`config.mk`:
```
export PLATFORM = sky130hd
export DESIGN_NAME = dad_decoder
export DESIGN_NICKNAME = d
export VERILOG_FILES = /design/src/hw/dad_pkg.sv /design/src/hw/dad_decoder.sv
export SDC_FILE = /design/constraint.sdc
export NUM_CORES = 1
export LEC_CHECK = 0
export ABC_AREA = 1
export BUFFER_PORTS_ARGS = -buffer_cell sky130_fd_sc_hd__buf_4
export CAP_MARGIN = 20
export CORE_MARGIN = 4
export CORE_UTILIZATION = 53
export DETAILED_ROUTE_END_ITERATION = 6
export GPL_TIMING_DRIVEN = 0
export PLACE_DENSITY = 0.75
export SLEW_MARGIN = 30
export SYNTH_ARGS = -nofsm -noshare
export SYNTH_HDL_FRONTEND = slang
export SYNTH_SLANG_ARGS = --single-unit
```
`constraint.sdc`:
```
create_clock -name sys_clk -period 5.6 [get_ports sys_clk]
set_input_delay 0.56 -clock sys_clk [delete_from_list [all_inputs] [get_ports sys_clk]]
set_output_delay 0.56 -clock sys_clk [all_outputs]
set_load 0.01 [all_outputs]
```
`src/hw/dad_pkg.sv`:
```
`default_nettype none
package dad_pkg;
   // register byte offsets on the avalon slave
   localparam logic [4:0] OFS_INSTR = 5'h00;
   localparam logic [4:0] OFS_OPERAND = 5'h04;
   localparam logic [4:0] OFS_PRIMARY = 5'h08;
   localparam logic [4:0] OFS_FLAGS = 5'h0C;
   localparam logic [4:0] OFS_DECODE = 5'h10;
   localparam logic [4:0] OFS_COND = 5'h14;
   localparam logic [4:0] OFS_TEMP = 5'h18;
   // flags register bit positions
   localparam int FLG_CARRY = 0;
   localparam int FLG_OVF = 1;
   localparam int FLG_TEST = 2;
   // decode status field positions
   localparam int DEC_OP_LSB = 0;
   localparam int DEC_WORDS = 6;
   localparam int DEC_CYC_LSB = 7;
   localparam int DEC_VARCYC = 9;
   localparam int DEC_PEND = 10;
   localparam int DEC_VALID = 11;
   localparam int DEC_SHIFT_LSB = 12;
   localparam int DEC_ADDR_LSB = 17;
   localparam int DEC_CONDMET = 25;
   localparam int DEC_SELMET = 26;
   // condition word fields
   localparam int CND_STATE_LSB = 4;
   localparam int CND_SEL_LSB = 8;
   localparam logic [1:0] SEL_PIN_LOW = 2'h0;
   localparam logic [1:0] SEL_TEST_SET = 2'h1;
   localparam logic [1:0] SEL_TEST_CLR = 2'h2;
   // cycle counts and shift constants
   localparam logic [1:0] CYC_ONE = 2'h1;
   localparam logic [1:0] CYC_TWO = 2'h2;
   localparam logic [4:0] SHIFT_16 = 5'h10;
   localparam logic [4:0] SHIFT_0 = 5'h00;
   localparam logic [31:0] RST_WORD = 32'h0000_0000;

   typedef enum logic [5:0] {
      OP_NONE, OP_MAG, OP_ADD_SHF, OP_ADD_SHORT, OP_ADD_LONG, OP_ADD_16,
      OP_SUM_CARRY, OP_SUM_NOSX, OP_SUM_TEMP, OP_BK_SUM, OP_BK_SUM_C,
      OP_BK_DIFF, OP_BK_DIFF_B, OP_KEEP_GT, OP_KEEP_LT, OP_SWAP,
      OP_RESTORE, OP_SAVE, OP_LOAD_SHF, OP_LOAD_LONG, OP_LOAD_16,
      OP_LOADLO_IMM, OP_LOADLO_MEM, OP_LOAD_TEMP, OP_LOAD_MAPPED,
      OP_STORE_MAPPED, OP_AND_MEM, OP_OR_MEM, OP_AND_BK, OP_OR_LONG,
      OP_OR_LONG16, OP_BARREL_R, OP_ROT_L, OP_PAIR_ROT_L, OP_SHL, OP_SHR,
      OP_PAIR_SHL, OP_PAIR_SHR, OP_TEMPCTL_HI, OP_TEMPCTL_LO, OP_SUB_SHF,
      OP_SUB_SHORT, OP_SUB_LONG, OP_STORE_HI
   } dad_op_t;
endpackage
`default_nettype wire

```
`src/hw/dad_decoder.sv`:
```
`default_nettype none
module dad_decoder (
   input wire logic sys_clk,
   input wire logic nrst,
   input wire logic [4:0] avs_address,
   input wire logic avs_read,
   input wire logic avs_write,
   input wire logic [31:0] avs_writedata,
   input wire logic [3:0] avs_byteenable,
   output logic [31:0] avs_readdata,
   output logic avs_waitrequest,
   input wire logic branchInputPin,
   output logic [5:0] execOp,
   output logic execValid,
   output logic [4:0] execShift,
   output logic [7:0] execAddr,
   output logic [15:0] execImm,
   output logic [1:0] execCycles,
   output logic execVarCycles,
   output logic condMet
);
   logic [1:0] rstSync_r;
   logic rstN;
   logic waitReq_r;
   logic [31:0] readData_r;
   logic [15:0] instr_r;
   logic [15:0] operand_r;
   logic [31:0] primary_r;
   logic [2:0] flags_r;
   logic [9:0] cond_r;
   logic [4:0] temp_r;
   logic pending_r;
   logic valid_r;
   dad_pkg::dad_op_t op_r;
   logic [4:0] shift_r;
   logic [1:0] cyc_r;
   logic varCyc_r;
   logic condMet_r;
   logic selMet_r;
   logic execValid_r;

   // synchroniser: second stage is the only reader of the first
   always_ff @(posedge sys_clk or negedge nrst) begin
      if (!nrst) begin
         rstSync_r <= 2'h0;
      end else begin
         rstSync_r <= {rstSync_r[0], 1'b1};
      end
   end
   assign rstN = rstSync_r[1];

   function automatic logic [31:0] mergeBytes(input logic [31:0] old,
                                               input logic [31:0] nw,
                                               input logic [3:0] be);
      logic [31:0] r;
      r = old;
      for (int i = 0; i < 4; i++) begin
         if (be[i]) begin
            r[i*8 +: 8] = nw[i*8 +: 8];
         end
      end
      return r;
   endfunction

   function automatic dad_pkg::dad_op_t decodeOp(input logic [15:0] w);
      dad_pkg::dad_op_t o;
      o = dad_pkg::OP_NONE;
      casez (w)
         16'hBE00: o = dad_pkg::OP_MAG;
         16'b0010_????_????_????: o = dad_pkg::OP_ADD_SHF;
         16'b1011_1000_????_????: o = dad_pkg::OP_ADD_SHORT;
         16'b0110_0001_????_????: o = dad_pkg::OP_ADD_16;
         16'b1011_1111_1001_????: o = dad_pkg::OP_ADD_LONG;
         16'b0110_0000_????_????: o = dad_pkg::OP_SUM_CARRY;
         16'b0110_0010_????_????: o = dad_pkg::OP_SUM_NOSX;
         16'b0110_0011_????_????: o = dad_pkg::OP_SUM_TEMP;
         16'hBE10: o = dad_pkg::OP_BK_SUM;
         16'hBE11: o = dad_pkg::OP_BK_SUM_C;
         16'hBE18: o = dad_pkg::OP_BK_DIFF;
         16'hBE19: o = dad_pkg::OP_BK_DIFF_B;
         16'hBE1B: o = dad_pkg::OP_KEEP_GT;
         16'hBE1C: o = dad_pkg::OP_KEEP_LT;
         16'hBE1D: o = dad_pkg::OP_SWAP;
         16'hBE1F: o = dad_pkg::OP_RESTORE;
         16'hBE1E: o = dad_pkg::OP_SAVE;
         16'b0001_????_????_????: o = dad_pkg::OP_LOAD_SHF;
         16'b0110_1010_????_????: o = dad_pkg::OP_LOAD_16;
         16'b1011_1111_1000_????: o = dad_pkg::OP_LOAD_LONG;
         16'b1011_1001_????_????: o = dad_pkg::OP_LOADLO_IMM;
         16'b0110_1001_????_????: o = dad_pkg::OP_LOADLO_MEM;
         16'b0110_1011_????_????: o = dad_pkg::OP_LOAD_TEMP;
         16'b0000_1000_????_????: o = dad_pkg::OP_LOAD_MAPPED;
         16'b1000_1000_????_????: o = dad_pkg::OP_STORE_MAPPED;
         16'b0110_1110_????_????: o = dad_pkg::OP_AND_MEM;
         16'b0110_1101_????_????: o = dad_pkg::OP_OR_MEM;
         16'hBE12: o = dad_pkg::OP_AND_BK;
         16'b1011_1111_1100_????: o = dad_pkg::OP_OR_LONG;
         16'hBE82: o = dad_pkg::OP_OR_LONG16;
         16'b1011_1111_1110_????: o = dad_pkg::OP_BARREL_R;
         16'hBE0C: o = dad_pkg::OP_ROT_L;
         16'hBE14: o = dad_pkg::OP_PAIR_ROT_L;
         16'hBE09: o = dad_pkg::OP_SHL;
         16'hBE0A: o = dad_pkg::OP_SHR;
         16'hBE16: o = dad_pkg::OP_PAIR_SHL;
         16'hBE17: o = dad_pkg::OP_PAIR_SHR;
         16'hBE5A: o = dad_pkg::OP_TEMPCTL_HI;
         16'hBE5B: o = dad_pkg::OP_TEMPCTL_LO;
         16'b0011_????_????_????: o = dad_pkg::OP_SUB_SHF;
         16'b1011_1010_????_????: o = dad_pkg::OP_SUB_SHORT;
         16'b1011_1111_1010_????: o = dad_pkg::OP_SUB_LONG;
         16'b1001_1???_????_????: o = dad_pkg::OP_STORE_HI;
         default: o = dad_pkg::OP_NONE;
      endcase
      return o;
   endfunction

   function automatic logic isLong(input dad_pkg::dad_op_t o);
      logic l;
      case (o)
         dad_pkg::OP_ADD_LONG,
         dad_pkg::OP_LOAD_LONG,
         dad_pkg::OP_OR_LONG,
         dad_pkg::OP_OR_LONG16,
         dad_pkg::OP_SUB_LONG: l = 1'b1;
         default: l = 1'b0;
      endcase
      return l;
   endfunction

   // bus decode
   wire accept = (avs_read || avs_write) && waitReq_r;
   wire wrAccept = accept && avs_write;
   wire hitInstr = avs_address == dad_pkg::OFS_INSTR;
   wire hitOperand = avs_address == dad_pkg::OFS_OPERAND;
   wire hitPrimary = avs_address == dad_pkg::OFS_PRIMARY;
   wire hitFlags = avs_address == dad_pkg::OFS_FLAGS;
   wire hitCond = avs_address == dad_pkg::OFS_COND;
   wire hitTemp = avs_address == dad_pkg::OFS_TEMP;
   wire hitDecode = avs_address == dad_pkg::OFS_DECODE;
   wire [31:0] instrMerged = mergeBytes({16'h0000, instr_r}, avs_writedata,
                                        avs_byteenable);
   wire [31:0] operandMerged = mergeBytes({16'h0000, operand_r}, avs_writedata,
                                          avs_byteenable);
   wire [31:0] primaryMerged = mergeBytes(primary_r, avs_writedata, avs_byteenable);
   wire [31:0] flagsMerged = mergeBytes({29'h0, flags_r}, avs_writedata, avs_byteenable);
   wire [31:0] condMerged = mergeBytes({22'h0, cond_r}, avs_writedata, avs_byteenable);
   wire [31:0] tempMerged = mergeBytes({27'h0, temp_r}, avs_writedata, avs_byteenable);
   wire instrWr = wrAccept && hitInstr;
   wire operandWr = wrAccept && hitOperand;

   // decode of the newly written word
   wire [15:0] newWord = instrMerged[15:0];
   wire dad_pkg::dad_op_t newOp = decodeOp(newWord);
   wire newLong = isLong(newOp);
   wire newVar = (newOp == dad_pkg::OP_LOAD_MAPPED) ||
                 (newOp == dad_pkg::OP_STORE_MAPPED);
   wire [1:0] newCyc = newLong ? dad_pkg::CYC_TWO : dad_pkg::CYC_ONE;
   // temp-driven shifts are sampled when the word is written
   logic [4:0] newShift;
   always_comb begin
      case (newOp)
         dad_pkg::OP_ADD_SHF, dad_pkg::OP_LOAD_SHF,
         dad_pkg::OP_SUB_SHF: newShift = {1'b0, newWord[11:8]};
         dad_pkg::OP_ADD_LONG, dad_pkg::OP_LOAD_LONG, dad_pkg::OP_OR_LONG,
         dad_pkg::OP_SUB_LONG, dad_pkg::OP_BARREL_R: newShift = {1'b0, newWord[3:0]};
         dad_pkg::OP_STORE_HI: newShift = {2'h0, newWord[10:8]};
         dad_pkg::OP_ADD_16, dad_pkg::OP_LOAD_16,
         dad_pkg::OP_OR_LONG16: newShift = dad_pkg::SHIFT_16;
         dad_pkg::OP_SUM_TEMP, dad_pkg::OP_LOAD_TEMP,
         dad_pkg::OP_TEMPCTL_LO: newShift = {1'b0, temp_r[3:0]};
         dad_pkg::OP_TEMPCTL_HI: newShift = temp_r[4] ? dad_pkg::SHIFT_0 :
                                                      dad_pkg::SHIFT_16;
         default: newShift = dad_pkg::SHIFT_0;
      endcase
   end

   // condition evaluation
   wire zeroF = primary_r == 32'h0000_0000;
   wire negF = primary_r[31];
   wire [3:0] flagVec = {zeroF, negF, flags_r[dad_pkg::FLG_OVF],
                         flags_r[dad_pkg::FLG_CARRY]};
   wire [3:0] mask = cond_r[3:0];
   wire [3:0] wantState = cond_r[dad_pkg::CND_STATE_LSB +: 4];
   // a tested flag matches when it equals its wanted state
   wire [3:0] matchVec = ~(flagVec ^ wantState);
   wire condNow = |(mask & matchVec);
   wire [1:0] selPair = cond_r[dad_pkg::CND_SEL_LSB +: 2];
   wire testF = flags_r[dad_pkg::FLG_TEST];
   logic selNow;
   always_comb begin
      case (selPair)
         dad_pkg::SEL_PIN_LOW: selNow = ~branchInputPin;
         dad_pkg::SEL_TEST_SET: selNow = testF;
         dad_pkg::SEL_TEST_CLR: selNow = ~testF;
         default: selNow = 1'b0;
      endcase
   end

   // decode status word, field order matches the package positions
   wire [31:0] decodeWord = {5'h00,
                             selMet_r,
                             condMet_r,
                             instr_r[7:0],
                             shift_r,
                             valid_r,
                             pending_r,
                             varCyc_r,
                             cyc_r,
                             isLong(op_r),
                             6'(op_r)};
   wire [31:0] rdMux = hitInstr ? {16'h0000, instr_r} :
                       hitOperand ? {16'h0000, operand_r} :
                       hitPrimary ? primary_r :
                       hitFlags ? {29'h0, flags_r} :
                       hitCond ? {22'h0, cond_r} :
                       hitTemp ? {27'h0, temp_r} :
                       hitDecode ? decodeWord : 32'h0000_0000;
   // a two-word op fires only when its operand arrives
   wire fireNow = (instrWr && !newLong) || (operandWr && pending_r);
   // issue fields come from the new word for one-word ops, else from the held word, with the immediate taken from the operand write
   wire [5:0] execOpNxt = instrWr ? 6'(newOp) : 6'(op_r);
   wire [4:0] execShiftNxt = instrWr ? newShift : shift_r;
   wire [7:0] execAddrNxt = instrWr ? newWord[7:0] : instr_r[7:0];
   wire [15:0] execImmNxt = instrWr ? {8'h00, newWord[7:0]} : operandMerged[15:0];
   wire [1:0] execCyclesNxt = instrWr ? newCyc : cyc_r;
   wire execVarNxt = instrWr ? newVar : varCyc_r;

   // bus handshake: one cycle low waitrequest per request
   always_ff @(posedge sys_clk or negedge rstN) begin
      if (!rstN) begin
         waitReq_r <= 1'b1;
      end else begin
         waitReq_r <= !accept;
      end
   end

   // read data holds until the next read is taken
   always_ff @(posedge sys_clk or negedge rstN) begin
      if (!rstN) begin
         readData_r <= dad_pkg::RST_WORD;
      end else if (accept && avs_read) begin
         readData_r <= rdMux;
      end
   end

   // byte lanes merge so a partial write leaves the other lanes alone
   always_ff @(posedge sys_clk or negedge rstN) begin
      if (!rstN) begin
         operand_r <= 16'h0000;
      end else if (operandWr) begin
         operand_r <= operandMerged[15:0];
      end
   end

   always_ff @(posedge sys_clk or negedge rstN) begin
      if (!rstN) begin
         primary_r <= dad_pkg::RST_WORD;
      end else if (wrAccept && hitPrimary) begin
         primary_r <= primaryMerged;
      end
   end

   always_ff @(posedge sys_clk or negedge rstN) begin
      if (!rstN) begin
         flags_r <= 3'h0;
      end else if (wrAccept && hitFlags) begin
         flags_r <= flagsMerged[2:0];
      end
   end

   always_ff @(posedge sys_clk or negedge rstN) begin
      if (!rstN) begin
         cond_r <= 10'h000;
      end else if (wrAccept && hitCond) begin
         cond_r <= condMerged[9:0];
      end
   end

   always_ff @(posedge sys_clk or negedge rstN) begin
      if (!rstN) begin
         temp_r <= 5'h00;
      end else if (wrAccept && hitTemp) begin
         temp_r <= tempMerged[4:0];
      end
   end

   // pending clears when the operand arrives; a new instruction word restarts it
   always_ff @(posedge sys_clk or negedge rstN) begin
      if (!rstN) begin
         pending_r <= 1'b0;
      end else if (instrWr) begin
         pending_r <= newLong;
      end else if (operandWr) begin
         pending_r <= 1'b0;
      end
   end

   always_ff @(posedge sys_clk or negedge rstN) begin
      if (!rstN) begin
         instr_r <= 16'h0000;
         op_r <= dad_pkg::OP_NONE;
         shift_r <= dad_pkg::SHIFT_0;
         cyc_r <= dad_pkg::CYC_ONE;
         varCyc_r <= 1'b0;
         valid_r <= 1'b0;
      end else if (instrWr) begin
         instr_r <= newWord;
         op_r <= newOp;
         shift_r <= newShift;
         cyc_r <= newCyc;
         varCyc_r <= newVar;
         valid_r <= newOp != dad_pkg::OP_NONE;
      end
   end

   always_ff @(posedge sys_clk or negedge rstN) begin
      if (!rstN) begin
         condMet_r <= 1'b0;
         selMet_r <= 1'b0;
         execValid_r <= 1'b0;
         execOp <= 6'h00;
         execShift <= dad_pkg::SHIFT_0;
         execAddr <= 8'h00;
         execImm <= 16'h0000;
         execCycles <= dad_pkg::CYC_ONE;
         execVarCycles <= 1'b0;
      end else begin
         condMet_r <= condNow;
         selMet_r <= selNow;
         execValid_r <= fireNow;
         if (fireNow) begin
            execOp <= execOpNxt;
            execShift <= execShiftNxt;
            execAddr <= execAddrNxt;
            execImm <= execImmNxt;
            execCycles <= execCyclesNxt;
            execVarCycles <= execVarNxt;
         end
      end
   end

   assign avs_waitrequest = waitReq_r;
   assign avs_readdata = readData_r;
   assign execValid = execValid_r;
   assign condMet = condMet_r;
endmodule // dad_decoder
`default_nettype wire

```
==> qor.yml <==
status: "complete, but fails checks"
violations: "DRC"
synth-compound-area-share_pct: 15.4
synth_top_family_by_area: "simple AND/OR/NAND/NOR gates"
drc: 1
gp_congestion: 0.938
synth_edf_count: 0
yosysUniqueCellTypes: 47
min_period_ns: 2.84
crit_arrival_ns: 3.15
grt.overflow.total: 0
maxCapViolCount: 0
hold_path.class: "reg2async"
syn_area_um2: 8900
cts.sinks: 174
clockBufferDepth: 2
finalCritPeriodShare_pct: 50.7
final_cell_area_um2: 10700
synthArstFlopShare_pct: 100
cts_resized: 0
drt_wl_total_mm: 27.7
yosys_warnings: 0
antenna_found_initial: 0
cts_htree_levels: 4
rsz0062_at_grt: "no"
path_clk_slew_ns: 0.07
io_pins: 119
powerDensity_nw_per_um2: 324
critPathCaptureType: "flop"
timing.fmax_ghz: 0.352
yosysSeqAreaShare_pct: 49.0
core_um2: 16500
cp-start-kind: "input port"
ant_nets: 0
max_stage_delay_ns: 0.47
synth_xor_area_share_pct: 0
rows: 47
die_w_um: 138
p_leak_nw: 5.42
placedCellCount: 1479
irDropWorstVdd_mv: 0.228
synth-adder-area-share_pct: 0
synth-simple-area-share_pct: 27.2
syn-mean-instance-area_um2: 7.82
grt_pass1_wl_mm: 42.9
setup_slack_ns: 2.76
fin_cells: 1512
drv_slew: 0
cp_slowest_cell: "nor2_1"
dp_hpwl_mm: 21.1
grt_pass1_vias: 8241
synth_ff_type: "dfrtp_1"
syn_nets: 1184
worst_ep_required_time_ns: 5.92
fin_nets: 1325
clk_latency_ns: 0.44
tightest_slew_ns: 0.824
grt_max_degree: 52
routedWlPerCell_um: 18.3
die_area_um2: 18900
dieHeight_um: 138
setup_viol: 0
area_growth_pct: 20.6
final_cell_mix: "338 x nand2_1, 170 x dfrtp_1, 134 x nor2_1"
cts_tree: "yes"
clock_tree.root_cell: "clkbuf_16"
synth_seq_cells: 174
place_area_um2: 10100
final_util_pct: 65.0
crit_type: "in2reg"
finClkSkew_ns: 0.00816
routed_via_density: 5.68
num_antenna_cells: 0
syn-instance-count: 1138
drive_above_1_share_pct: 18.2
path_cells: "buf_4 -> nor2_2 -> nand3_1 -> nor2_2 -> inv_2 -> nor2_1 -> inv_1 -> nor2_1 -> inv_1 -> nand2_1 -> o21ai_1"
final_hold_viol_count: 0
numPortBuffers: 118
dpl_worst_slack_ns: 2.40
vias: 8590
track_usage_pct: 29.8
drt-pass1-iter-count: 7
first_iter_violations: 740
slew_headroom_pct: 44.7
initial_core_util_pct: 53.9
worst-path-max-fanout: 9
final_common_cell: "nand2_1"
numCtsBuffers: 17
yosys-mux-area-fraction_pct: 1.14
-- power breakdown --
part	leakage, nW	switching [mW]	internal (mW)
combinational	3.02	0.441	0.288
clock	0.271	0.508	0.674
sequential	2.13	0.120	1.44
-- routing by layer --
layer	up-vias	global-route usage, %	wire (µm)
met5	-	0	0
met4	0	11.5	789
met3	68	5.95	2140
met2	390	49.7	13500
met1	4129	38.3	11300
li1	4003	-	-
-- Yosys cell counts (all sizes together) (3+ instances only) --
library cell	instances	area, µm²
nor2	146	588
o21ai	92	468
a21oi	54	270
dfstp	3	78.8
nand2	349	1340
o2111ai	5	43.8
a31oi	10	168
o21a	3	22.5
and2	4	25.0
dfrtp	171	4280
o211ai	4	30.0
clkbuf	18	67.6
nor3	7	35.0
o2111a	5	56.3
mux2	9	101
o22ai	21	131
nand4	18	113
a21boi	10	75.1
a221oi	5	43.8
nand3	48	245
buf	16	128
inv	120	450
or2	5	31.3
-- final cells by class --
cell class              count  area [µm²]
inverters                 121         454
repair buffers            122         971
plain buffers              34         195
clock buffers              21         450
well taps                 220         275
multi-input cells         809        3890
flip-flops and latches    174        4360
fillers                  1439        5790
clock inverters            11         134
-- final timing paths --
check / to / cells after the start / startpoint / slack (ns)
hold / removal: execOp[5] / 0 / rstSync_r[1] / 0.30
max in group asynchronous: avs_waitrequest / 2 / rstSync_r[1] / 4.33
setup / recovery: primary_r[0] / 11 / avs_address[1] / 2.76
hold reg to reg: execOp[5] / 0 / rstSync_r[1] / 0.30
setup reg to reg: execOp[3] / 10 / avs_waitrequest / 2.91
min in group sys_clk: avs_waitrequest / 2 / avs_read / 0.33
-- metrics by stage --
step                hold slack (ns)  total power, mW  TNS (ns)
floorplan                     0.264             1.98         0
global placement              0.336             2.28   -251.48
detailed placement            0.311             2.30         0
CTS                           0.318             3.48         0
global route                  0.332             3.63         0
finish                        0.305             3.48         0
-- critical path: cells and delay by family --
kind,cells,cell delay (ns)
and+or+nand+nor,6,1.75
buffers and inverters,4,0.77
AOI/OAI and AO/OA,1,0.07
-- kinds of logic after synthesis --
kind of cell	after synthesis
other cells	1
compound gates	216
buf+inv	155
mux	9
flops	174
simple gates	583
-- flip-flops by register name, indices dropped and copies added, names as in the netlist, 2 cells and up --
register / count
cond_r: 10
op_r: 6
temp_r: 5
avs_readdata: 32
execShift: 5
operand_r: 16
cyc_r: 2
rstSync_r: 2
execOp: 6
execImm: 16
shift_r: 5
primary_r: 32
flags_r: 3
instr_r: 16
execAddr: 8
execCycles: 2
-- what timing repair did --
item | in CTS | in global routing
setup buffers | 0 | 0
setup endpoints to repair | 0 | 0
hold endpoints to repair | 2 | 0
hold buffers | 1 | 0
(Power assumes the default switching activity.)
